--- src/shared/mem_init_pkg.sv ---
// Constants and types shared by the memory initialization controller
package mem_init_pkg;

  // Clock and timing figures
  localparam int unsigned CLK_PERIOD_PS    = 8000;
  localparam int unsigned T_RESET_PWR_US   = 200;
  localparam int unsigned T_RESET_WARM_NS  = 100;
  localparam int unsigned T_CKE_SETUP_NS   = 10;
  localparam int unsigned T_INIT_US        = 500;
  localparam int unsigned T_CLK_STABLE_NS  = 10;
  localparam int unsigned CLK_STABLE_TCK   = 5;
  localparam int unsigned XPR_MIN_TCK      = 5;

  localparam int unsigned RESET_PWR_CYC =
    (T_RESET_PWR_US * 1000000 + CLK_PERIOD_PS - 1) / CLK_PERIOD_PS;
  localparam int unsigned RESET_WARM_CYC =
    (T_RESET_WARM_NS * 1000 + CLK_PERIOD_PS - 1) / CLK_PERIOD_PS;
  localparam int unsigned CKE_SETUP_CYC =
    (T_CKE_SETUP_NS * 1000 + CLK_PERIOD_PS - 1) / CLK_PERIOD_PS;
  localparam int unsigned INIT_CYC =
    (T_INIT_US * 1000000 + CLK_PERIOD_PS - 1) / CLK_PERIOD_PS;
  localparam int unsigned CLK_STABLE_NS_CYC =
    (T_CLK_STABLE_NS * 1000 + CLK_PERIOD_PS - 1) / CLK_PERIOD_PS;

  // Default wait counts that the application normally overrides
  localparam int unsigned XS_CYC_DEF    = 64;
  localparam int unsigned MRD_CYC_DEF   = 4;
  localparam int unsigned MOD_CYC_DEF   = 12;
  localparam int unsigned DLLK_CYC_DEF  = 512;
  localparam int unsigned ZQINIT_CYC_DEF = 512;

  // Bank codes of the mode registers
  localparam logic [2:0] BA_MR0 = 3'h0;
  localparam logic [2:0] BA_MR1 = 3'h1;
  localparam logic [2:0] BA_MR2 = 3'h2;
  localparam logic [2:0] BA_MR3 = 3'h3;
  localparam int unsigned MR1_DLL_DIS_BIT = 0;
  localparam int unsigned MR0_DLL_RST_BIT = 8;
  localparam int unsigned ZQ_LONG_BIT     = 10;

  // Wishbone register map (byte addresses)
  localparam logic [3:0] ADDR_CTRL   = 4'h0;
  localparam logic [3:0] ADDR_STATUS = 4'h4;
  localparam logic [3:0] ADDR_MR01   = 4'h8;
  localparam logic [3:0] ADDR_MR23   = 4'hc;
  localparam int unsigned CTRL_START_BIT = 0;
  localparam int unsigned CTRL_WARM_BIT  = 1;
  localparam int unsigned CTRL_ODT_BIT   = 2;
  localparam logic [31:0] MR01_RESET = 32'h0000_0000;
  localparam logic [31:0] MR23_RESET = 32'h0000_0000;

  // Command encoding {cs_n, ras_n, cas_n, we_n}
  typedef enum logic [3:0] {
    CMD_DESEL = 4'h8,
    CMD_NOP   = 4'h7,
    CMD_MRS   = 4'h0,
    CMD_ZQCL  = 4'h6
  } mem_cmd_t;

  typedef struct packed {
    logic       reset_n;
    logic       cke;
    logic       odt;
    mem_cmd_t   cmd;
    logic [2:0] ba;
    logic [12:0] addr;
  } mem_pins_t;

  typedef struct packed {
    logic        cyc;
    logic        stb;
    logic        we;
    logic [3:0]  sel;
    logic [3:0]  adr;
    logic [31:0] dat;
  } wb_req_t;

  typedef enum logic [3:0] {
    ST_IDLE, ST_RESET, ST_CKE_LOW, ST_INIT_WAIT, ST_CLK_WAIT, ST_XPR,
    ST_MRS, ST_MRD, ST_ZQCL, ST_CAL_WAIT, ST_READY
  } init_state_t;

endpackage

--- src/design/mem_init_ctrl.sv ---
// Power-up and reset initialization sequencer for a DDR3 memory device
//
// Local design decisions: register access over Wishbone and the register offsets.
`timescale 1ns/1ps

module mem_init_ctrl
  import mem_init_pkg::*;
#(
  parameter int unsigned RESET_PWR_CYC_P = mem_init_pkg::RESET_PWR_CYC,
  parameter int unsigned INIT_CYC_P      = mem_init_pkg::INIT_CYC,
  parameter int unsigned XS_CYC_P        = mem_init_pkg::XS_CYC_DEF,
  parameter int unsigned MRD_CYC_P       = mem_init_pkg::MRD_CYC_DEF,
  parameter int unsigned MOD_CYC_P       = mem_init_pkg::MOD_CYC_DEF,
  parameter int unsigned DLLK_CYC_P      = mem_init_pkg::DLLK_CYC_DEF,
  parameter int unsigned ZQINIT_CYC_P    = mem_init_pkg::ZQINIT_CYC_DEF,
  parameter int unsigned CK_DIV_P        = 2
) (
  input  wire logic                    ref_clk_i,
  input  wire logic                    rst_i,
  input  wire logic                    wb_cyc_i,
  input  wire logic                    wb_stb_i,
  input  wire logic                    wb_we_i,
  input  wire logic [3:0]              wb_sel_i,
  input  wire logic [3:0]              wb_adr_i,
  input  wire logic [31:0]             wb_dat_i,
  output logic      [31:0]             wb_dat_o,
  output logic                         wb_ack_o,
  output mem_init_pkg::mem_pins_t      mem_o,
  output logic                         mem_ck_o,
  output logic                         init_done_o
);
  import mem_init_pkg::*;

  localparam int unsigned CW = 20;
  localparam int unsigned CNT_LIM = 1 << CW;
  // Exit and settle waits in ref_clk cycles; one memory clock is CK_DIV_P
  localparam int unsigned XPR_CYC =
    (XS_CYC_P > XPR_MIN_TCK * CK_DIV_P) ? XS_CYC_P : XPR_MIN_TCK * CK_DIV_P;
  localparam int unsigned CLK_STB_CYC =
    (CLK_STABLE_NS_CYC > CLK_STABLE_TCK * CK_DIV_P) ?
    CLK_STABLE_NS_CYC : CLK_STABLE_TCK * CK_DIV_P;
  localparam int unsigned CAL_CYC =
    (DLLK_CYC_P > ZQINIT_CYC_P) ? DLLK_CYC_P : ZQINIT_CYC_P;
  localparam int unsigned MRS_GAP =
    (MRD_CYC_P > MOD_CYC_P) ? MRD_CYC_P : MOD_CYC_P;

  // Elaboration checks; a zero count would wrap the down-counter to its
  // top value, and a count above CNT_LIM would be cut silently
  if (CK_DIV_P < 2 || CK_DIV_P % 2 != 0) begin : g_bad_div
    $error("CK_DIV_P must be even and at least 2");
  end
  if (CK_DIV_P / 2 > 256) begin : g_bad_div_len
    $error("CK_DIV_P too large for the eight-bit divider");
  end
  if (RESET_PWR_CYC_P < 1 || RESET_PWR_CYC_P >= CNT_LIM) begin : g_bad_rst
    $error("RESET_PWR_CYC_P out of range");
  end
  if (RESET_WARM_CYC < 1 || RESET_WARM_CYC >= CNT_LIM) begin : g_bad_warm
    $error("Warm reset count out of range");
  end
  if (INIT_CYC_P < 1 || INIT_CYC_P >= CNT_LIM) begin : g_bad_init
    $error("INIT_CYC_P out of range");
  end
  if (XS_CYC_P < 1 || XPR_CYC >= CNT_LIM) begin : g_bad_xpr
    $error("XS_CYC_P out of range");
  end
  if (CLK_STB_CYC >= CNT_LIM) begin : g_bad_clk
    $error("Clock settle count out of range");
  end
  if (MRD_CYC_P < 1 || MRD_CYC_P >= CNT_LIM) begin : g_bad_mrd
    $error("MRD_CYC_P out of range");
  end
  if (MOD_CYC_P < 1 || MOD_CYC_P >= CNT_LIM) begin : g_bad_mod
    $error("MOD_CYC_P out of range");
  end
  if (DLLK_CYC_P < 1 || ZQINIT_CYC_P < 1) begin : g_bad_cal_zero
    $error("DLLK_CYC_P and ZQINIT_CYC_P must be at least 1");
  end
  if (CAL_CYC >= CNT_LIM) begin : g_bad_cal
    $error("Calibration wait out of range");
  end
  if (MRS_GAP >= CNT_LIM) begin : g_bad_gap
    $error("Mode write gap out of range");
  end

  function automatic logic [CW-1:0] cnt_of(input int unsigned n);
    cnt_of = CW'(n - 1);
  endfunction

  init_state_t        state_r;
  logic [CW-1:0]      cnt_r;
  logic [1:0]         mr_idx_r;
  logic [31:0]        mr01_r;
  logic [31:0]        mr23_r;
  logic               odt_r;
  logic               warm_r;
  logic               busy_err_r;
  logic [7:0]         ck_div_r;
  logic               ck_run_r;
  logic               wb_hit;
  logic               wb_wr;

  // A request is taken while ack is low and answered one cycle later; a
  // write lands on the edge at which the master sees ack high
  assign wb_hit = wb_cyc_i & wb_stb_i & ~wb_ack_o;
  assign wb_wr  = wb_cyc_i & wb_stb_i & wb_we_i & wb_ack_o;

  // Output clock divider; runs only once the sequencer enables it
  // Stopped low, so no partial clock pulse reaches the device on restart
  always_ff @(posedge ref_clk_i or posedge rst_i) begin
    if (rst_i) begin
      ck_div_r <= 8'h00;
      mem_ck_o <= 1'b0;
    end else if (!ck_run_r) begin
      ck_div_r <= 8'h00;
      mem_ck_o <= 1'b0;
    end else if (ck_div_r == 8'(CK_DIV_P / 2 - 1)) begin
      ck_div_r <= 8'h00;
      mem_ck_o <= ~mem_ck_o;
    end else begin
      ck_div_r <= ck_div_r + 8'h01;
    end
  end

  // Wishbone slave: one registered answer per request, one cycle late
  always_ff @(posedge ref_clk_i or posedge rst_i) begin
    if (rst_i) begin
      wb_ack_o <= 1'b0;
      wb_dat_o <= 32'h0000_0000;
    end else begin
      wb_ack_o <= wb_hit;
      if (wb_hit && !wb_we_i) begin
        unique case (wb_adr_i)
          ADDR_CTRL:   wb_dat_o <= {29'h0, odt_r, warm_r, 1'b0};
          ADDR_STATUS: wb_dat_o <= {25'h0, busy_err_r, 4'(state_r),
                                    (state_r != ST_IDLE &&
                                     state_r != ST_READY),
                                    init_done_o};
          ADDR_MR01:   wb_dat_o <= mr01_r;
          ADDR_MR23:   wb_dat_o <= mr23_r;
          default:     wb_dat_o <= 32'h0000_0000;
        endcase
      end
    end
  end

  // Register map: 0 control (start, warm reset, odt level), 4 status
  // {busy_err, state, busy, done}, 8 MR0 low half and MR1 high half,
  // c MR2 low half and MR3 high half.
  // Mode register images and options; frozen while a sequence runs, so
  // every mode write carries a full and settled image
  always_ff @(posedge ref_clk_i or posedge rst_i) begin
    if (rst_i) begin
      mr01_r     <= MR01_RESET;
      mr23_r     <= MR23_RESET;
      odt_r      <= 1'b0;
      warm_r     <= 1'b0;
      busy_err_r <= 1'b0;
    end else if (wb_wr) begin
      if (state_r != ST_IDLE && state_r != ST_READY) begin
        busy_err_r <= 1'b1;
      end else begin
        unique case (wb_adr_i)
          ADDR_CTRL: begin
            odt_r  <= wb_sel_i[0] ? wb_dat_i[CTRL_ODT_BIT] : odt_r;
            warm_r <= wb_sel_i[0] ? wb_dat_i[CTRL_WARM_BIT] : warm_r;
            if (wb_sel_i[0] && wb_dat_i[CTRL_START_BIT])
              busy_err_r <= 1'b0;
          end
          ADDR_MR01: begin
            for (int b = 0; b < 4; b++)
              if (wb_sel_i[b]) mr01_r[b*8 +: 8] <= wb_dat_i[b*8 +: 8];
          end
          ADDR_MR23: begin
            for (int b = 0; b < 4; b++)
              if (wb_sel_i[b]) mr23_r[b*8 +: 8] <= wb_dat_i[b*8 +: 8];
          end
          default: ;
        endcase
      end
    end
  end

  // Software must only start from READY while the device is idle; the
  // block cannot see bank state, so it only refuses a running sequence
  logic start_req;
  assign start_req = wb_wr && wb_adr_i == ADDR_CTRL && wb_sel_i[0] &&
                     wb_dat_i[CTRL_START_BIT] &&
                     (state_r == ST_IDLE || state_r == ST_READY);

  // MRS address word, full field image each time
  function automatic logic [12:0] mr_word(input logic [1:0] idx);
    unique case (idx)
      2'd0: mr_word = mr23_r[12:0];
      2'd1: mr_word = mr23_r[28:16];
      2'd2: begin
        mr_word = mr01_r[28:16];
        mr_word[MR1_DLL_DIS_BIT] = 1'b0;
      end
      default: begin
        mr_word = mr01_r[12:0];
        mr_word[MR0_DLL_RST_BIT] = 1'b1;
      end
    endcase
  endfunction

  function automatic logic [2:0] mr_bank(input logic [1:0] idx);
    unique case (idx)
      2'd0:    mr_bank = BA_MR2;
      2'd1:    mr_bank = BA_MR3;
      2'd2:    mr_bank = BA_MR1;
      default: mr_bank = BA_MR0;
    endcase
  endfunction

  // Flow: reset_n and cke low, reset wait, reset_n high, quiet wait with
  // the clock stopped, clock on and odt set, clock settle, cke high, exit
  // wait, four mode writes spaced by the write gap (the last by the longer
  // update gap), long calibration, then the lock and calibration wait.
  // Limitation: a command stands one ref_clk cycle, half a memory clock at the default CK_DIV_P of 2,
  // so the pin stage must retime it onto the memory clock rise.
  // Initialization sequencer; every wait is a cycle count
  always_ff @(posedge ref_clk_i or posedge rst_i) begin
    if (rst_i) begin
      state_r     <= ST_IDLE;
      cnt_r       <= '0;
      mr_idx_r    <= 2'd0;
      ck_run_r    <= 1'b0;
      init_done_o <= 1'b0;
      mem_o.reset_n <= 1'b0;
      mem_o.cke   <= 1'b0;
      mem_o.odt   <= 1'b0;
      mem_o.cmd   <= CMD_DESEL;
      mem_o.ba    <= 3'h0;
      mem_o.addr  <= 13'h0000;
    end else begin
      mem_o.cmd  <= CMD_NOP;
      mem_o.ba   <= 3'h0;
      mem_o.addr <= 13'h0000;
      unique case (state_r)
        ST_IDLE, ST_READY: begin
          if (start_req) begin
            init_done_o   <= 1'b0;
            mem_o.reset_n <= 1'b0;
            mem_o.cke     <= 1'b0;
            ck_run_r      <= 1'b0;
            // The warm bit comes from this START write, not the old copy
            cnt_r <= wb_dat_i[CTRL_WARM_BIT]
                     ? cnt_of(RESET_WARM_CYC)
                     : cnt_of(RESET_PWR_CYC_P);
            state_r <= ST_RESET;
          end
        end
        ST_RESET: begin
          if (cnt_r != '0) begin
            cnt_r <= cnt_r - 1'b1;
          // cke fell with reset_n; only a reset shorter than the cke
          // setup time needs the extra low stretch before release
          end else if (CKE_SETUP_CYC > RESET_WARM_CYC) begin
            cnt_r   <= cnt_of(CKE_SETUP_CYC);
            state_r <= ST_CKE_LOW;
          end else begin
            mem_o.reset_n <= 1'b1;
            cnt_r   <= cnt_of(INIT_CYC_P);
            state_r <= ST_INIT_WAIT;
          end
        end
        ST_CKE_LOW: begin
          if (cnt_r != '0) begin
            cnt_r <= cnt_r - 1'b1;
          end else begin
            mem_o.reset_n <= 1'b1;
            cnt_r   <= cnt_of(INIT_CYC_P);
            state_r <= ST_INIT_WAIT;
          end
        end
        ST_INIT_WAIT: begin
          if (cnt_r != '0) begin
            cnt_r <= cnt_r - 1'b1;
          end else begin
            ck_run_r <= 1'b1;
            mem_o.odt <= odt_r;
            cnt_r   <= cnt_of(CLK_STB_CYC);
            state_r <= ST_CLK_WAIT;
          end
        end
        ST_CLK_WAIT: begin
          if (cnt_r != '0) begin
            cnt_r <= cnt_r - 1'b1;
          end else begin
            mem_o.cke <= 1'b1;
            cnt_r   <= cnt_of(XPR_CYC);
            state_r <= ST_XPR;
          end
        end
        ST_XPR: begin
          if (cnt_r != '0) begin
            cnt_r <= cnt_r - 1'b1;
          end else begin
            mr_idx_r <= 2'd0;
            state_r  <= ST_MRS;
          end
        end
        // Only MRS, ZQCL and NOP/DESEL fillers leave this block; column commands with their
        // auto precharge and chop bits belong to the main controller
        ST_MRS: begin
          mem_o.cmd  <= CMD_MRS;
          mem_o.ba   <= mr_bank(mr_idx_r);
          mem_o.addr <= mr_word(mr_idx_r);
          cnt_r   <= (mr_idx_r == 2'd3) ? cnt_of(MOD_CYC_P)
                                        : cnt_of(MRD_CYC_P);
          state_r <= ST_MRD;
        end
        ST_MRD: begin
          if (cnt_r != '0) begin
            cnt_r <= cnt_r - 1'b1;
          end else if (mr_idx_r == 2'd3) begin
            state_r <= ST_ZQCL;
          end else begin
            mr_idx_r <= mr_idx_r + 2'd1;
            state_r  <= ST_MRS;
          end
        end
        ST_ZQCL: begin
          mem_o.cmd  <= CMD_ZQCL;
          mem_o.addr <= 13'(1 << ZQ_LONG_BIT);
          cnt_r   <= cnt_of(CAL_CYC);
          state_r <= ST_CAL_WAIT;
        end
        ST_CAL_WAIT: begin
          if (cnt_r != '0) begin
            cnt_r <= cnt_r - 1'b1;
          end else begin
            init_done_o <= 1'b1;
            state_r     <= ST_READY;
          end
        end
        default: state_r <= ST_IDLE;
      endcase
    end
  end

endmodule // mem_init_ctrl

--- config.mk ---
export PLATFORM = sky130hd
export DESIGN_NAME = mem_init_ctrl
export DESIGN_NICKNAME = d
export VERILOG_FILES = /design/src/shared/mem_init_pkg.sv /design/src/design/mem_init_ctrl.sv
export SDC_FILE = /design/constraint.sdc
export NUM_CORES = 1
export LEC_CHECK = 0
export BUFFER_PORTS_ARGS = -buffer_cell sky130_fd_sc_hd__buf_2
export CORE_MARGIN = 5
export CORE_UTILIZATION = 40
export DETAILED_ROUTE_END_ITERATION = 10
export GPL_ROUTABILITY_DRIVEN = 0
export PLACE_DENSITY = 0.62
export SETUP_SLACK_MARGIN = 0.05
export SYNTH_ARGS = -nofsm -noshare
export SYNTH_HDL_FRONTEND = slang
export SYNTH_SLANG_ARGS = --single-unit
--- constraint.sdc ---
create_clock -name ref_clk_i -period 6.7 [get_ports ref_clk_i]
set_clock_uncertainty 0.2 [all_clocks]
set_input_delay 1.34 -clock ref_clk_i [delete_from_list [all_inputs] [get_ports ref_clk_i]]
set_output_delay 1.34 -clock ref_clk_i [all_outputs]
set_load 0.005 [all_outputs]
==> results by group <==
Die
  • Initial Util: 40.7%
  • Die Width: ~150 µm
  • Die height: 148 µm
  • Rows: 50
  • Die area: 0.0219 mm²
  • IO Pins: between 100 and 150
  • Core area: 0.0187 mm²

Timing
  • Final Max Slew Viols: 0
  • Setup TNS Final: 0 ps
  • Final Setup Violations: 0
  • RSZ-0062 raised after global routing: false
  • Fin crit period: roughly 3600 ps
  • Slew margin rel.: ~15%
  • Worst-Margin Slew: 1270 ps
  • Final period util: a little over half
  • Final Hold Vio Count: 0
  • Final WS setup: between 3000 and 4000 ps
  • FMAX: between 200 and 300 MHz

Global routing
  • Pin count of the biggest net entering global routing: slightly below 100
  • Global Route Usage Sum: a little under a fifth
  • Vias in the first global route: roughly 6000
  • First-pass GRT wire length: 32.4 mm
  • Grt total ovfl: 0
  • Initial antenna violation count: 0

Critical path
  • R2R Setup Slk: just over 3000 ps
  • Req. time, crit path: around 6800 ps
  • CP Capture Type: flip-flop
  • CP max FO: 30
  • Worst Path Arrival: around 3700 ps
  • CP Launch Type: flip-flop
  • Reg-to-reg critical path startpoint: state_r[0]
  • FF-to-FF path depth: 5
  • CP Launch Point: state_r[0]
  • CP Class: flip-flop to flip-flop

Finish
  • Share of cells above drive strength 1: around 28%
  • Most common cell after layout, fill and taps aside: dfrtp_1
  • NumNets Final: 880
  • Final Util: a little under half
  • # fillers: around 1800
  • Most frequent cells in the layout: 157 x dfrtp_1, 116 x nor2_1, 101 x buf_2
  • Area grow syn2layout: 17.5%
  • Antenna Cells: 0

Pwr
  • PD cells: about 240 mW/mm²
  • Tot Pwr: approximately 2.2 mW
  • Peak VDD IR: ~150 µV
  • Leak pwr: about 4.3 nW

Synthesis
  • Post-synth EDFFs: 0
  • Mapped Area: 0.00761 mm²
  • Area contributors post-synth: dfrtp_1 52%, mux2_2 11%, nor2_1 5.8%
  • Ys async rst share: between 90% and 100%
  • Syn Area/Cell: approximately 10 µm²
  • Yosys Warn Count: 0
  • Area leader, netlist: dfrtp_1
  • Cell variety after synth: 67
  • Top_reg_cell synth: dfrtp_1
  • Synth Register Bits: roughly 160
  • Post-synthesis sequential area ratio: 52.0%
  • Post-Syn Instances: between 700 and 800
  • Top cell type's share of synthesized area: 51.6%

Flow run
  • Max Cap Viol: 0

Clock network
  • Clock Path Buffers: 2
  • Number of hold buffers added after CTS: 0
  • Max H-tree Level: 4
  • CTS clk-pin slew, worst paths: about 60 ps
  • TritonCTS clock tree: built
  • Worst-skew pair later-pin latency: about 430 ps
  • Postcts setup bufs: 0
  • Root buf cell: clkbuf_16
  • Clk sink count: 158
  • CTS buffer count: 17
  • Post-CTS Resized: 0

Route
  • Routed vias/inst: about 5.7
  • DRT Wirelength: approximately 20 mm
  • Wire length per cell: approximately 18 µm
  • Routed Antenna Nets: 0
  • Initial DRC Count: between 400 and 500
  • DRC violations left: 0
  • DRT Pass-1 Iters: 5
  • Via count: between 6000 and 7000

Placed design
  • Dpl hpwl: approximately 14 mm
  • Input/output buffers: 101
  • Pre-CTS WS: about 2700 ps

Hold path
  • Hold-critical path depth: 2
  • Min-delay src: mem_o[22]
  • Worst hold path type: flip-flop to flip-flop

Outcome
  • Status: finished clean
==> power by group <==
group | switching, mW | leakage [nW] | internal (mW)
Sequential | 0.0173 | 2.06 | 0.986
Combinational | 0.0718 | 1.89 | 0.0514
Clock | 0.423 | 0.306 | 0.603
==> sequential cells by signal (all words and copies together) (netlist names), 2 cells and up <==
register and flops:
mr23_r 32, wb_dat_o 32, ck_div_r 8, mr_idx_r 2
cnt_r 20, state_r 4, mr01_r 32, mem_o 21
==> stage by stage <==
stage	instance area [µm²]	cells	hold slack [ps]
global route	8940	1073	318
finish	8940	1073	263
CTS	8940	1073	270
global placement	8320	1041	254
floorplan	7610	737	262
detailed placement	8320	1041	255
==> cell usage after synthesis (2+ instances only) <==
master    number
inv_1         13
or3b_2         2
buf_4          3
nor3_1        14
o21ai_0       31
or2_2          4
nand4_1        8
o41ai_1        2
o211ai_1       4
ha_1           9
a21oi_1       39
a31oi_1        2
a22o_1         3
a21o_1         3
xor2_1         8
a211o_1        2
a222oi_1      11
xnor2_1        4
and3_1         7
o31ai_1        4
or4_1          4
nand3_1       21
o21bai_1       2
nand2_2        4
nor2_1       117
clkbuf_1      28
or3_1          2
o221ai_1       2
nand2b_1       3
dfrtp_1      157
nor4_1         7
a221oi_1      27
buf_1          3
a22oi_1        9
mux2_2        72
a41oi_1        2
nand3b_1       3
mux2i_1        2
nor2b_1        3
and2_1         6
nand2_1       60
buf_2          4
==> layout make-up <==
cell class | count | area [µm²] | area share (%)
well taps | 234 | 293 | 3.28
clock buffers | 18 | 429 | 4.80
multi-input cells | 528 | 3460 | 38.7
inverters | 13 | 53.8 | 0.602
clock inverters | 14 | 194 | 2.17
repair buffers | 108 | 558 | 6.24
flip-flops and latches | 158 | 3960 | 44.2
==> cell families after synthesis <==
| logic type | count (synthesis) | synth area share, % |
|---|---|---|
| xor+xnor | 12 | 1.38 |
| flops | 158 | 52.0 |
| fa+ha+maj | 9 | 1.48 |
| mux | 75 | 11.2 |
| buf+inv | 51 | 2.73 |
| compound gates | 158 | 14.6 |
| other cells | 1 | 0.0493 |
| simple gates | 272 | 16.5 |
==> critical path, cell delays in order, from the launching register on <==
cell,delay (ps)
dfrtp_1,730
nor2_1,430
o21ai_0,350
nor4_1,1040
nand2_2,360
mux2_2,360
==> worst paths after layout <==
check,end
setup / recovery,mr01_r[8]
hold / removal,mem_o[22]
setup reg to reg,mr01_r[8]
hold reg to reg,mem_o[22]
max in group asynchronous,mem_o[0]
min in group asynchronous,wb_ack_o
==> per-layer routing <==
metal	vias up	global-route usage, %	share of wire (%)
met1	3063	26.7	47
met2	174	28.9	46
met4	0	5.91	1.5
met3	21	3.19	4.6
li1	2854	-	-
met5	-	0	0
(Power assumes the default switching activity.)
